$ cat src/gcbf_pkg.sv
package gcbf_pkg;

  // ----------------------------------------------------------------
  // Register offsets (byte addresses)
  // ----------------------------------------------------------------
  localparam logic [7:0] OFF_PAUSE_FILTER_COUNT = 8'h3E;
  localparam logic [7:0] OFF_IO_PERMISSION_MAP_BASE = 8'h40;
  localparam logic [7:0] OFF_MSR_PERMISSION_MAP_BASE = 8'h48;
  localparam logic [7:0] OFF_TIMESTAMP_OFFSET = 8'h50;
  localparam logic [7:0] OFF_SPACE_TAG_AND_FLUSH_CTL = 8'h58;
  localparam logic [7:0] OFF_VIRTUAL_INTERRUPT_CTL = 8'h60;
  localparam logic [7:0] OFF_INTERRUPT_SHADOW_STATE = 8'h68;
  localparam logic [7:0] OFF_EXIT_REASON = 8'h70;
  localparam logic [7:0] OFF_EXIT_INFO_FIRST = 8'h78;
  localparam logic [7:0] OFF_EXIT_INFO_SECOND = 8'h80;
  localparam logic [7:0] OFF_EXIT_PENDING_EVENT_INFO = 8'h88;
  localparam logic [7:0] OFF_NESTED_PAGING_AND_CRYPT_CTL = 8'h90;

  // ----------------------------------------------------------------
  // Register indices in the storage array
  // ----------------------------------------------------------------
  localparam int unsigned NUM_REGS = 12;
  localparam logic [3:0] IDX_PAUSE = 4'h0;
  localparam logic [3:0] IDX_IOMAP = 4'h1;
  localparam logic [3:0] IDX_MSRMAP = 4'h2;
  localparam logic [3:0] IDX_TSOFF = 4'h3;
  localparam logic [3:0] IDX_FLUSH = 4'h4;
  localparam logic [3:0] IDX_VINT = 4'h5;
  localparam logic [3:0] IDX_SHADOW = 4'h6;
  localparam logic [3:0] IDX_EXIT_REASON = 4'h7;
  localparam logic [3:0] IDX_EXIT_INFO1 = 4'h8;
  localparam logic [3:0] IDX_EXIT_INFO2 = 4'h9;
  localparam logic [3:0] IDX_EXIT_PEND = 4'hA;
  localparam logic [3:0] IDX_NPCTL = 4'hB;

  // ----------------------------------------------------------------
  // Storage masks: reserved bits are not stored and read as zero
  // ----------------------------------------------------------------
  localparam logic [63:0] MASK_PAUSE = 64'h0000_0000_0000_FFFF;
  localparam logic [63:0] MASK_FULL = 64'hFFFF_FFFF_FFFF_FFFF;
  localparam logic [63:0] MASK_FLUSH = 64'h0000_00FF_FFFF_FFFF;
  localparam logic [63:0] MASK_VINT = 64'h0000_00FF_831F_030F;
  localparam logic [63:0] MASK_SHADOW = 64'h0000_0000_0000_0001;
  localparam logic [63:0] MASK_NPCTL = 64'h0000_0000_0000_0003;
  localparam logic [63:0] REG_RESET = 64'h0000_0000_0000_0000;

  // ----------------------------------------------------------------
  // Field positions
  // ----------------------------------------------------------------
  localparam int unsigned MAP_DROP_BITS = 12;
  localparam int unsigned TAG_MSB = 31;
  localparam int unsigned FLUSH_LSB = 32;
  localparam int unsigned VTPR_LSB = 0;
  localparam int unsigned VIRQ_BIT = 8;
  localparam int unsigned VIRTUAL_GLOBAL_INT_FLAG_VALUE_BIT = 9;
  localparam int unsigned PRIO_LSB = 16;
  localparam int unsigned IGN_TPR_BIT = 20;
  localparam int unsigned MASKING_BIT = 24;
  localparam int unsigned VIRTUAL_GLOBAL_INT_FLAG_EN_BIT = 25;
  localparam int unsigned ACCEL_BIT = 31;
  localparam int unsigned VECTOR_LSB = 32;
  localparam int unsigned SHADOW_BIT = 0;
  localparam int unsigned NESTED_BIT = 0;
  localparam int unsigned CRYPT_BIT = 1;

  // ----------------------------------------------------------------
  // Flush control encodings
  // ----------------------------------------------------------------
  localparam logic [7:0] FLUSH_NONE = 8'h00;
  localparam logic [7:0] FLUSH_ALL = 8'h01;
  localparam logic [7:0] FLUSH_GUEST = 8'h03;
  localparam logic [7:0] FLUSH_NONGLOBAL = 8'h07;

  typedef enum logic [1:0] {
    GCBF_HOST = 2'h1,
    GCBF_GUEST = 2'h2
  } gcbf_state_t;

  // State handed back by the core on a guest exit
  typedef struct packed {
    logic [63:0] reason;
    logic [63:0] info_first;
    logic [63:0] info_second;
    logic [63:0] pending_event;
    logic [3:0] vtpr;
    logic virq;
    logic shadow;
  } gcbf_exit_rec_t;

  // Virtual interrupt state latched at guest entry
  typedef struct packed {
    logic pending;
    logic [3:0] prio;
    logic ign_tpr;
    logic [7:0] vector;
    logic [3:0] vtpr;
    logic virtual_global_int_flag_value;
    logic virtual_global_int_flag_en;
    logic masking;
    logic accel;
  } gcbf_vint_t;

  // Flush request issued at guest entry
  typedef struct packed {
    logic all;
    logic guest;
    logic nonglobal;
    logic [31:0] tag;
  } gcbf_flush_t;

endpackage : gcbf_pkg

$ cat src/gcbf_guest_control_block_fields.sv
`timescale 1ns/100ps
module gcbf_guest_control_block_fields #(
  parameter int unsigned ADDR_W = 8,
  parameter int unsigned DATA_W = 64
) (
  input wire logic core_clk_in,
  input wire logic sys_rst_in,
  input wire logic [ADDR_W-1:0] reg_addr_in,
  input wire logic [DATA_W-1:0] reg_wdata_in,
  input wire logic reg_wr_in,
  input wire logic reg_rd_in,
  output logic [DATA_W-1:0] reg_rdata_out,
  input wire logic guest_entry_in,
  input wire logic guest_exit_in,
  input wire gcbf_pkg::gcbf_exit_rec_t exit_rec_in,
  input wire logic ts_read_in,
  input wire logic [63:0] ts_counter_in,
  output logic [63:0] ts_value_out,
  output logic ts_valid_out,
  output logic guest_running_out,
  output logic [63:0] io_permission_map_out,
  output logic [63:0] msr_permission_map_out,
  output gcbf_pkg::gcbf_flush_t flush_out,
  output gcbf_pkg::gcbf_vint_t vint_out,
  output logic vint_deliver_out,
  output logic shadow_out,
  output logic nested_paging_on_out,
  output logic crypt_on_out,
  output logic [15:0] pause_count_out
);

  if (DATA_W != 64 || ADDR_W < 8) begin : g_bad_params
    $error("gcbf: DATA_W must be 64 and ADDR_W at least 8");
  end

  // ----------------------------------------------------------------
  // Decode
  // ----------------------------------------------------------------
  function automatic logic [4:0] gcbf_decode(input logic [ADDR_W-1:0] a);
    logic [4:0] r;
    r = 5'h00;
    if ((a >> 8) == '0) begin
      case (a[7:0])
        gcbf_pkg::OFF_PAUSE_FILTER_COUNT: r = {1'b1, gcbf_pkg::IDX_PAUSE};
        gcbf_pkg::OFF_IO_PERMISSION_MAP_BASE: r = {1'b1, gcbf_pkg::IDX_IOMAP};
        gcbf_pkg::OFF_MSR_PERMISSION_MAP_BASE: r = {1'b1, gcbf_pkg::IDX_MSRMAP};
        gcbf_pkg::OFF_TIMESTAMP_OFFSET: r = {1'b1, gcbf_pkg::IDX_TSOFF};
        gcbf_pkg::OFF_SPACE_TAG_AND_FLUSH_CTL: r = {1'b1, gcbf_pkg::IDX_FLUSH};
        gcbf_pkg::OFF_VIRTUAL_INTERRUPT_CTL: r = {1'b1, gcbf_pkg::IDX_VINT};
        gcbf_pkg::OFF_INTERRUPT_SHADOW_STATE: r = {1'b1, gcbf_pkg::IDX_SHADOW};
        gcbf_pkg::OFF_EXIT_REASON: r = {1'b1, gcbf_pkg::IDX_EXIT_REASON};
        gcbf_pkg::OFF_EXIT_INFO_FIRST: r = {1'b1, gcbf_pkg::IDX_EXIT_INFO1};
        gcbf_pkg::OFF_EXIT_INFO_SECOND: r = {1'b1, gcbf_pkg::IDX_EXIT_INFO2};
        gcbf_pkg::OFF_EXIT_PENDING_EVENT_INFO: r = {1'b1, gcbf_pkg::IDX_EXIT_PEND};
        gcbf_pkg::OFF_NESTED_PAGING_AND_CRYPT_CTL: r = {1'b1, gcbf_pkg::IDX_NPCTL};
        default: r = 5'h00;
      endcase
    end
    return r;
  endfunction : gcbf_decode

  localparam logic [63:0] MASKS [gcbf_pkg::NUM_REGS] = '{
    gcbf_pkg::MASK_PAUSE, gcbf_pkg::MASK_FULL, gcbf_pkg::MASK_FULL,
    gcbf_pkg::MASK_FULL, gcbf_pkg::MASK_FLUSH, gcbf_pkg::MASK_VINT,
    gcbf_pkg::MASK_SHADOW, gcbf_pkg::MASK_FULL, gcbf_pkg::MASK_FULL,
    gcbf_pkg::MASK_FULL, gcbf_pkg::MASK_FULL, gcbf_pkg::MASK_NPCTL};

  logic [63:0] regs [gcbf_pkg::NUM_REGS];
  gcbf_pkg::gcbf_state_t state;
  logic [4:0] wr_dec;
  logic [4:0] rd_dec;
  logic entry_ok;
  logic exit_ok;
  logic [63:0] vint_reg;
  logic [63:0] flush_reg;
  logic [7:0] flush_code;
  logic accel_on;

  assign wr_dec = gcbf_decode(reg_addr_in);
  assign rd_dec = gcbf_decode(reg_addr_in);
  assign entry_ok = guest_entry_in && (state == gcbf_pkg::GCBF_HOST);
  assign exit_ok = guest_exit_in && (state == gcbf_pkg::GCBF_GUEST);
  assign vint_reg = regs[gcbf_pkg::IDX_VINT];
  assign flush_reg = regs[gcbf_pkg::IDX_FLUSH];
  assign flush_code = flush_reg[gcbf_pkg::FLUSH_LSB +: 8];
  assign accel_on = vint_reg[gcbf_pkg::ACCEL_BIT];

  // ----------------------------------------------------------------
  // Register storage
  // ----------------------------------------------------------------
  // Exit write-back wins over a software write in the same cycle so
  // that the core's state is never lost.
  generate
    for (genvar i = 0; i < gcbf_pkg::NUM_REGS; i++) begin : g_reg
      logic [63:0] next_val;
      always_comb begin
        next_val = regs[i];
        if (reg_wr_in && wr_dec[4] && (wr_dec[3:0] == 4'(i))) begin
          next_val = reg_wdata_in & MASKS[i];
        end
        if (exit_ok) begin
          case (4'(i))
            gcbf_pkg::IDX_EXIT_REASON: next_val = exit_rec_in.reason;
            gcbf_pkg::IDX_EXIT_INFO1: next_val = exit_rec_in.info_first;
            gcbf_pkg::IDX_EXIT_INFO2: next_val = exit_rec_in.info_second;
            gcbf_pkg::IDX_EXIT_PEND: next_val = exit_rec_in.pending_event;
            gcbf_pkg::IDX_VINT: begin
              next_val[gcbf_pkg::VTPR_LSB +: 4] = exit_rec_in.vtpr;
              next_val[gcbf_pkg::VIRQ_BIT] = exit_rec_in.virq;
            end
            gcbf_pkg::IDX_SHADOW: next_val[gcbf_pkg::SHADOW_BIT] = exit_rec_in.shadow;
            default: next_val = next_val;
          endcase
        end
      end
      always_ff @(posedge core_clk_in) begin
        if (sys_rst_in) begin
          regs[i] <= gcbf_pkg::REG_RESET;
        end else begin
          regs[i] <= next_val;
        end
      end
    end
  endgenerate

  // ----------------------------------------------------------------
  // Read port
  // ----------------------------------------------------------------
  always_ff @(posedge core_clk_in) begin
    if (sys_rst_in) begin
      reg_rdata_out <= '0;
    end else if (reg_rd_in && rd_dec[4]) begin
      reg_rdata_out <= regs[rd_dec[3:0]];
    end else begin
      reg_rdata_out <= '0;
    end
  end

  // ----------------------------------------------------------------
  // Guest state
  // ----------------------------------------------------------------
  always_ff @(posedge core_clk_in) begin
    if (sys_rst_in) begin
      state <= gcbf_pkg::GCBF_HOST;
    end else begin
      case (state)
        gcbf_pkg::GCBF_HOST: if (entry_ok) state <= gcbf_pkg::GCBF_GUEST;
        gcbf_pkg::GCBF_GUEST: if (exit_ok) state <= gcbf_pkg::GCBF_HOST;
        default: state <= gcbf_pkg::GCBF_HOST;
      endcase
    end
  end

  always_ff @(posedge core_clk_in) begin
    if (sys_rst_in) begin
      guest_running_out <= 1'b0;
    end else begin
      guest_running_out <= (state == gcbf_pkg::GCBF_GUEST) ? !exit_ok : entry_ok;
    end
  end

  // ----------------------------------------------------------------
  // Timestamp
  // ----------------------------------------------------------------
  always_ff @(posedge core_clk_in) begin
    if (sys_rst_in) begin
      ts_value_out <= '0;
      ts_valid_out <= 1'b0;
    end else begin
      ts_valid_out <= ts_read_in;
      if (ts_read_in) begin
        ts_value_out <= (state == gcbf_pkg::GCBF_GUEST) ?
          ts_counter_in + regs[gcbf_pkg::IDX_TSOFF] : ts_counter_in;
      end
    end
  end

  // ----------------------------------------------------------------
  // Entry latching
  // ----------------------------------------------------------------
  // Control fields other than the timestamp offset are sampled once at entry;
  // software edits to them during a guest run take effect on the next entry only.
  always_ff @(posedge core_clk_in) begin
    if (sys_rst_in) begin
      io_permission_map_out <= '0;
      msr_permission_map_out <= '0;
      nested_paging_on_out <= 1'b0;
      crypt_on_out <= 1'b0;
      pause_count_out <= '0;
      shadow_out <= 1'b0;
    end else if (entry_ok) begin
      io_permission_map_out <= {regs[gcbf_pkg::IDX_IOMAP][63:gcbf_pkg::MAP_DROP_BITS],
                                12'h000};
      msr_permission_map_out <= {regs[gcbf_pkg::IDX_MSRMAP][63:gcbf_pkg::MAP_DROP_BITS],
                                 12'h000};
      nested_paging_on_out <= regs[gcbf_pkg::IDX_NPCTL][gcbf_pkg::NESTED_BIT];
      crypt_on_out <= regs[gcbf_pkg::IDX_NPCTL][gcbf_pkg::CRYPT_BIT];
      pause_count_out <= regs[gcbf_pkg::IDX_PAUSE][15:0];
      shadow_out <= regs[gcbf_pkg::IDX_SHADOW][gcbf_pkg::SHADOW_BIT];
    end
  end

  // Flush request is a one-cycle pulse after entry; reserved codes
  // flush nothing.
  always_ff @(posedge core_clk_in) begin
    if (sys_rst_in) begin
      flush_out <= '0;
    end else begin
      flush_out.all <= entry_ok && (flush_code == gcbf_pkg::FLUSH_ALL);
      flush_out.guest <= entry_ok && (flush_code == gcbf_pkg::FLUSH_GUEST);
      flush_out.nonglobal <= entry_ok && (flush_code == gcbf_pkg::FLUSH_NONGLOBAL);
      if (entry_ok) begin
        flush_out.tag <= flush_reg[gcbf_pkg::TAG_MSB:0];
      end
    end
  end

  always_ff @(posedge core_clk_in) begin
    if (sys_rst_in) begin
      vint_out <= '0;
    end else if (entry_ok) begin
      vint_out.vtpr <= vint_reg[gcbf_pkg::VTPR_LSB +: 4];
      vint_out.pending <= !accel_on && vint_reg[gcbf_pkg::VIRQ_BIT];
      vint_out.prio <= accel_on ? 4'h0 : vint_reg[gcbf_pkg::PRIO_LSB +: 4];
      vint_out.ign_tpr <= !accel_on && vint_reg[gcbf_pkg::IGN_TPR_BIT];
      vint_out.vector <= accel_on ? 8'h00 : vint_reg[gcbf_pkg::VECTOR_LSB +: 8];
      vint_out.virtual_global_int_flag_value <= vint_reg[gcbf_pkg::VIRTUAL_GLOBAL_INT_FLAG_VALUE_BIT];
      vint_out.virtual_global_int_flag_en <= vint_reg[gcbf_pkg::VIRTUAL_GLOBAL_INT_FLAG_EN_BIT];
      vint_out.masking <= vint_reg[gcbf_pkg::MASKING_BIT];
      vint_out.accel <= accel_on;
    end
  end

  // ----------------------------------------------------------------
  // Delivery decision
  // ----------------------------------------------------------------
  always_ff @(posedge core_clk_in) begin
    if (sys_rst_in) begin
      vint_deliver_out <= 1'b0;
    end else begin
      vint_deliver_out <= guest_running_out && !exit_ok && vint_out.pending &&
        (!vint_out.virtual_global_int_flag_en || vint_out.virtual_global_int_flag_value) &&
        (vint_out.ign_tpr || (vint_out.prio > vint_out.vtpr));
    end
  end
endmodule : gcbf_guest_control_block_fields

$ cat config.mk
export PLATFORM = sky130hd
export DESIGN_NAME = gcbf_guest_control_block_fields
export DESIGN_NICKNAME = d
export VERILOG_FILES = /design/src/gcbf_pkg.sv /design/src/gcbf_guest_control_block_fields.sv
export SDC_FILE = /design/constraint.sdc
export NUM_CORES = 2
export LEC_CHECK = 0
export ABC_AREA = 1
export ABC_CLOCK_PERIOD_IN_PS = 3400
export CORE_MARGIN = 3
export CORE_UTILIZATION = 40
export CTS_CLUSTER_SIZE = 14
export DETAILED_ROUTE_END_ITERATION = 16
export DONT_BUFFER_PORTS = 1
export RECOVER_POWER = 25
export REMOVE_ABC_BUFFERS = 1
export SYNTH_ARGS = -nofsm -noshare
export SYNTH_HDL_FRONTEND = slang
export SYNTH_SLANG_ARGS = --single-unit
$ cat constraint.sdc
create_clock -name core_clk_in -period 3.4 [get_ports core_clk_in]
set_input_delay 0.85 -clock core_clk_in [delete_from_list [all_inputs] [get_ports core_clk_in]]
set_output_delay 0.85 -clock core_clk_in [all_outputs]
set_load 0.01 [all_outputs]
# Word-level counts from Yosys, hierarchy flattened
# Memory sizes are Yosys's and may differ from the RTL's. A register that Yosys moved wholly into a read port is not among the register bits.
# Index checks and enable logic that the tools add are counted.
[classes]
addsub = 1
n_mul = 0
n_div = 0
n_lt_le_gt_ge = 1
n_eq_ne = 42
n_shift = 0
mux = 42
n_bitwise = 14
n_reduce_logical = 45
[ops]
columns = ["op", "count"]
rows = [
  ["2-to-1 mux 64 bit", 28],
  ["adder 64 bit", 1],
  ["equality test 8 x 7 -> 1 bit (second input constant)", 8],
  ["2-to-1 mux 63 bit", 1],
  ["case mux 5 bit (12 select lines)", 1],
  ["AND reduction 2 bit", 13],
  ["logical AND 1 bit", 25],
  ["equality test 8 bit (second input constant)", 3],
  ["equality test 4 x 3 -> 1 bit (second input constant)", 4],
  ["equality test 4 bit (second input constant)", 4],
  ["inequality test 2 bit (second input constant)", 7],
  ["OR 1 bit", 13],
  ["2-to-1 mux 9 bit", 1],
  ["equality test 4 x 2 -> 1 bit (second input constant)", 2],
  ["equality test 8 x 1 -> 1 bit (second input constant)", 1],
  ["equality test 8 x 2 -> 1 bit (second input constant)", 1],
  ["equality test 8 x 3 -> 1 bit (second input constant)", 1],
  ["equality test 8 x 6 -> 1 bit (second input constant)", 1],
  ["2-to-1 mux 8 bit", 1],
  ["inequality test 1 bit (second input constant)", 7],
  ["2-to-1 mux 1 bit", 6],
  ["equality test 4 x 1 -> 1 bit (second input constant)", 1],
  ["> comparator 4 bit", 1],
  ["logical NOT 4 bit", 1],
  ["9 further kinds", 13],
]
[word_totals]
ff_bits = 126
latch_bits = 0
ram_bits = 768
romBits = 0
input_bits = 405
output_inout_bits = 335
word_cells = 164
mem_count = 1
[memory_table]
columns = ["name", "words", "width", "rd", "rd_ports_with_merged_regs", "wr", "line_no", "rtl"]
rows = [
  ["regs", 12, 64, 9, 6, 12, "gcbf_guest_control_block_fields.sv:68", "logic [63:0] regs [gcbf_pkg::NUM_REGS];"],
]

# Depth between registers and ports, before layout
[logic_depth]
word_depth = 7
depth_mapped = 17

# Worst setup path after synthesis
# No wires, ideal clock.
[synth_timing]
path_type = "in2reg"
startpoint = "in reg_addr_in[2]"
endpoint = "mem regs[8][0], enable pin"
arrival_time_ns = 2.810
required_ns = 3.006
path_slack_ns = 0.195
stages = 12
n_path_buf = 1
cell_sequence = "inv_1 > nand3_1 > inv_2 > nand2_1 > nand2_1 > nor2_2 > nand2_4 > inv_4 > buf_6 > nand2_2 > o21ai_2 > or2_2"
[synth_rtl]
columns = ["element", "line_no", "rtl"]
rows = [
  ["from (decl)", "gcbf_guest_control_block_fields.sv:8", "input wire logic [ADDR_W-1:0] reg_addr_in,"],
  ["to (decl)", "gcbf_guest_control_block_fields.sv:68", ""],
]

# Worst setup path after layout
[layout_timing]
startpoint = "reg state[1]"
endpoint = "reg msr_permission_map_out[51], read port of regs"
[layout_via]
elab_chain_len = 2
[layout_rtl]
columns = ["element", "line_no", "rtl"]
rows = [
  ["from (decl)", "gcbf_guest_control_block_fields.sv:69", "gcbf_pkg::gcbf_state_t state;"],
  ["from (signal assigned)", "gcbf_guest_control_block_fields.sv:144", "state <= gcbf_pkg::GCBF_HOST;"],
  ["from (signal assigned)", "gcbf_guest_control_block_fields.sv:147", "gcbf_pkg::GCBF_HOST: if (entry_ok) state <= gcbf_pkg::GCBF_GUEST;"],
  ["from (signal assigned)", "gcbf_guest_control_block_fields.sv:148", "gcbf_pkg::GCBF_GUEST: if (exit_ok) state <= gcbf_pkg::GCBF_HOST;"],
  ["equality test 2 x 1 -> 1 bit", "gcbf_guest_control_block_fields.sv:81", "assign entry_ok = guest_entry_in && (state == gcbf_pkg::GCBF_HOST);"],
  ["logical AND 1 bit", "gcbf_guest_control_block_fields.sv:81", ""],
  ["to (decl)", "gcbf_guest_control_block_fields.sv:22", "output logic [63:0] msr_permission_map_out,"],
]
# Every way passes these cells.
# A chain may end at the register's enable or synchronous reset.

==> results.ini <==
[global_routing]
gr-total-overflow = 0
grt_max_degree = 104
grt_first_pass_wirelength_um = 240000
grt_pass1_vias = 35810
antenna_found_initial = 6
track_usage_pct = 29.8

[floorplan]
die-area_um2 = 108000
core_um2 = 102000
num_rows = 117
die_height_um = 328
initial_core_util_pct = 40.6
ios = 740
die_w_um = 328

[synth]
yosys_warnings = 0
synth-edff-count = 256
netlist_instances = 5828
ys.flop_type = dfxtp_1
async_reset_ff_share_pct = 0
synth_most_common_cell = nand2_1
synth_top_area_share_pct = 28.3
synthDistinctLibCells = 43
yosys-top-cells-count = nand2_1 (1,713), a21oi_1 (646), nor2_1 (631)
netlist_top_cells_area = dfxtp_1 (28%), edfxtp_1 (19%), nand2_1 (15%)
synth_area_leader_cell = dfxtp_1
postSynthAreaPerCell_um2 = 7.12
yosysSeqAreaShare_pct = 46.8
syn_area_um2 = 41500
ys_seq_elements = 842

[detailed_routing]
viasPerCell = 5.42
ant_nets = 0
vias = 38606
drc = 0
dr.pass1.iters = 6
routedWlPerCell_um = 23.5
drt-total-wl_um = 167000
drt_iter0_drc = 3714

[timing]
rsz0062_at_grt = false
relSlewSlack_pct = -19.3
final_max_slew_viol_count = 121
post-route-period-util_pct = 86.4
setup_viol = 0
hold_viol = 0
max_freq_ghz = 0.341
skew_ns = 0.0463
worst_pin_slew_ns = 1.79
min_period_ns = 2.94

[worst_hold_path]
whs_endpoint = ts_value_out[57]
hold_class = input port to register
hold_depth = 1
hp-start = sys_rst_in

[final_layout]
fill_cells = 10448
multi_input_area_um2 = 18600
layout.nets = 6143
synthToLayoutAreaGrowth_pct = 11.0
seq_area_um2 = 19400
drive_gt1_share_pct = 5.13
stdcell_count = 7122

[power_and_ir_drop]
cellPowerDensity_nw_per_um2 = 497
irDropWorstVdd_mv = 0.404
p_leak_nw = 19.9
p_total_w = 0.0229

[worst_setup_path]
crit_slowest_cell = nand3_1
crit_path_max_incr_delay_ns = 0.77
end_kind = register
path_cells = inv_1 -> nand3_1 -> buf_12 -> clkbuf_2 -> o21ai_0 -> nor2_1
required_ns = 3.97
criticalPathCategory = register to register
r2r_cells = 6
cp_max_fo = 76
critPathLaunchType = register
crit_arrival_ns = 3.50
rrSetupSlack_ns = 0.46
r2r-end = msr_permission_map_out[51]
r2r_start = state[1]

[status]
status = finished with violations
violations = capacitance limit, slew limit

[clock_network]
cts_tree = built
clkTransAtPathRegs_ns = 0.07
clkLatencyLatePin_ns = 0.70
cts_hold_buf = 0
ctsResizeCount = 0
htreeDepth = 3
cts_root_buf = clkbuf_16
cts_made_buffers = 93
clock_sinks = 842
cts_setup_buffers = 0
clk_path_buf_depth = 3

[placed_design]
place_congestion = 0.952
place_inst = 6943
dp_hpwl_um = 122000
io_buffers = 0

[job]
drv_cap = 2

layout by cell type, fill, tap and decap left out, drive strengths merged, types with 2 or more instances in the layout:
| cell type | n |
|---|---|
| a21oi | 676 |
| a22oi | 14 |
| a31oi | 2 |
| and2 | 3 |
| buf | 78 |
| bufinv | 9 |
| clkbuf | 144 |
| clkinv | 26 |
| clkinvlp | 3 |
| conb | 24 |
| dfxtp | 586 |
| diode | 4 |
| edfxtp | 256 |
| ha | 67 |
| inv | 542 |
| nand2 | 1720 |
| nand3 | 310 |
| nand3b | 9 |
| nand4 | 21 |
| nor2 | 639 |
| nor3 | 20 |
| nor4 | 3 |
| o211ai | 4 |
| o21ai | 553 |
| or2 | 5 |
| xnor2 | 5 |
| xor2 | 25 |
per-stage QoR:
step                      hold slack (ns)  TNS [ns]  cell area (µm²)  util (%)  setup WS, ns
final                               0.236         0            46100      45.0         0.463
after global routing                0.213         0            46100      45.0         0.328
after CTS                           0.203         0            46100      45.1         0.670
after detailed placement            0.455         0            42900      41.9         0.222
after global placement              0.451         0            42900      41.9         0.146
after floorplan                     0.436  -3005.26            40000         -         -3.90
critical path: cells and delay by family, from the launching register on:
| kind | cells | cell delay, ns |
|---|---|---|
| and+or+nand+nor | 2 | 0.84 |
| buffers and inverters | 3 | 1.06 |
| DFF | 1 | 0.30 |
| AOI/OAI and AO/OA | 1 | 0.50 |
metal layers:
metal  GRT usage [%]  up-vias  wire (µm)
li1                -    18479          -
met1            36.9    18093      65300
met2            50.7     1760      79900
met3            7.27      270      16300
met4            10.1        4       5660
met5               0        -         24
area by class of cell:
cell class,instances,area share [%]
inverters,541,4.48
repair buffers,86,2.30
flip-flops and latches,842,42.1
multi-input cells,4106,40.4
clock inverters,39,1.17
well taps,1368,3.71
diodes,4,0.0217
clock buffers,136,5.82
state kept, by name, summed over array words and instances (netlist names):
| name | flops |
|---|---|
| crypt_on_out | 1 |
| flush_out | 35 |
| guest_running_out | 1 |
| io_permission_map_out | 52 |
| msr_permission_map_out | 52 |
| nested_paging_on_out | 1 |
| pause_count_out | 16 |
| reg_rdata_out | 64 |
| regs | 529 |
| shadow_out | 1 |
| state | 2 |
| ts_valid_out | 1 |
| ts_value_out | 64 |
| vint_deliver_out | 1 |
| vint_out | 22 |
how the worst max path moves through the flow:
stage	start	end	slack, ns	depth (start not counted)
after floorplan	guest_entry_in	flush_out[32]	-3.90	6
after global placement	reg_addr_in[1]	regs[10][43]	0.15	13
after detailed placement	reg_addr_in[1]	regs[10][53]	0.22	13
after CTS	regs[3][9]	ts_value_out[29]	0.67	12
after global routing	state[1]	msr_permission_map_out[51]	0.33	6
final	state[1]	msr_permission_map_out[51]	0.46	6
where the power goes:
part | total (W) | internal (W) | switching [W] | leakage, nW
combinational | 0.00136 | 0.000372 | 0.000989 | 10.9
clock | 0.0106 | 0.00620 | 0.00437 | 1.56
sequential | 0.0110 | 0.0107 | 0.000317 | 7.42
total | 0.0229 | 0.0172 | 0.00567 | 19.9
cell families after synthesis:
group           after synthesis  share of synthesized area [%]
simple gates               2730                           26.1
other cells                   1                        0.00903
xor+xnor                     30                          0.633
fa+ha+maj                    68                           2.07
compound gates             1254                           15.6
flops                       842                           46.8
buf+inv                     903                           8.84
Power figures use the tool's default switching activity.
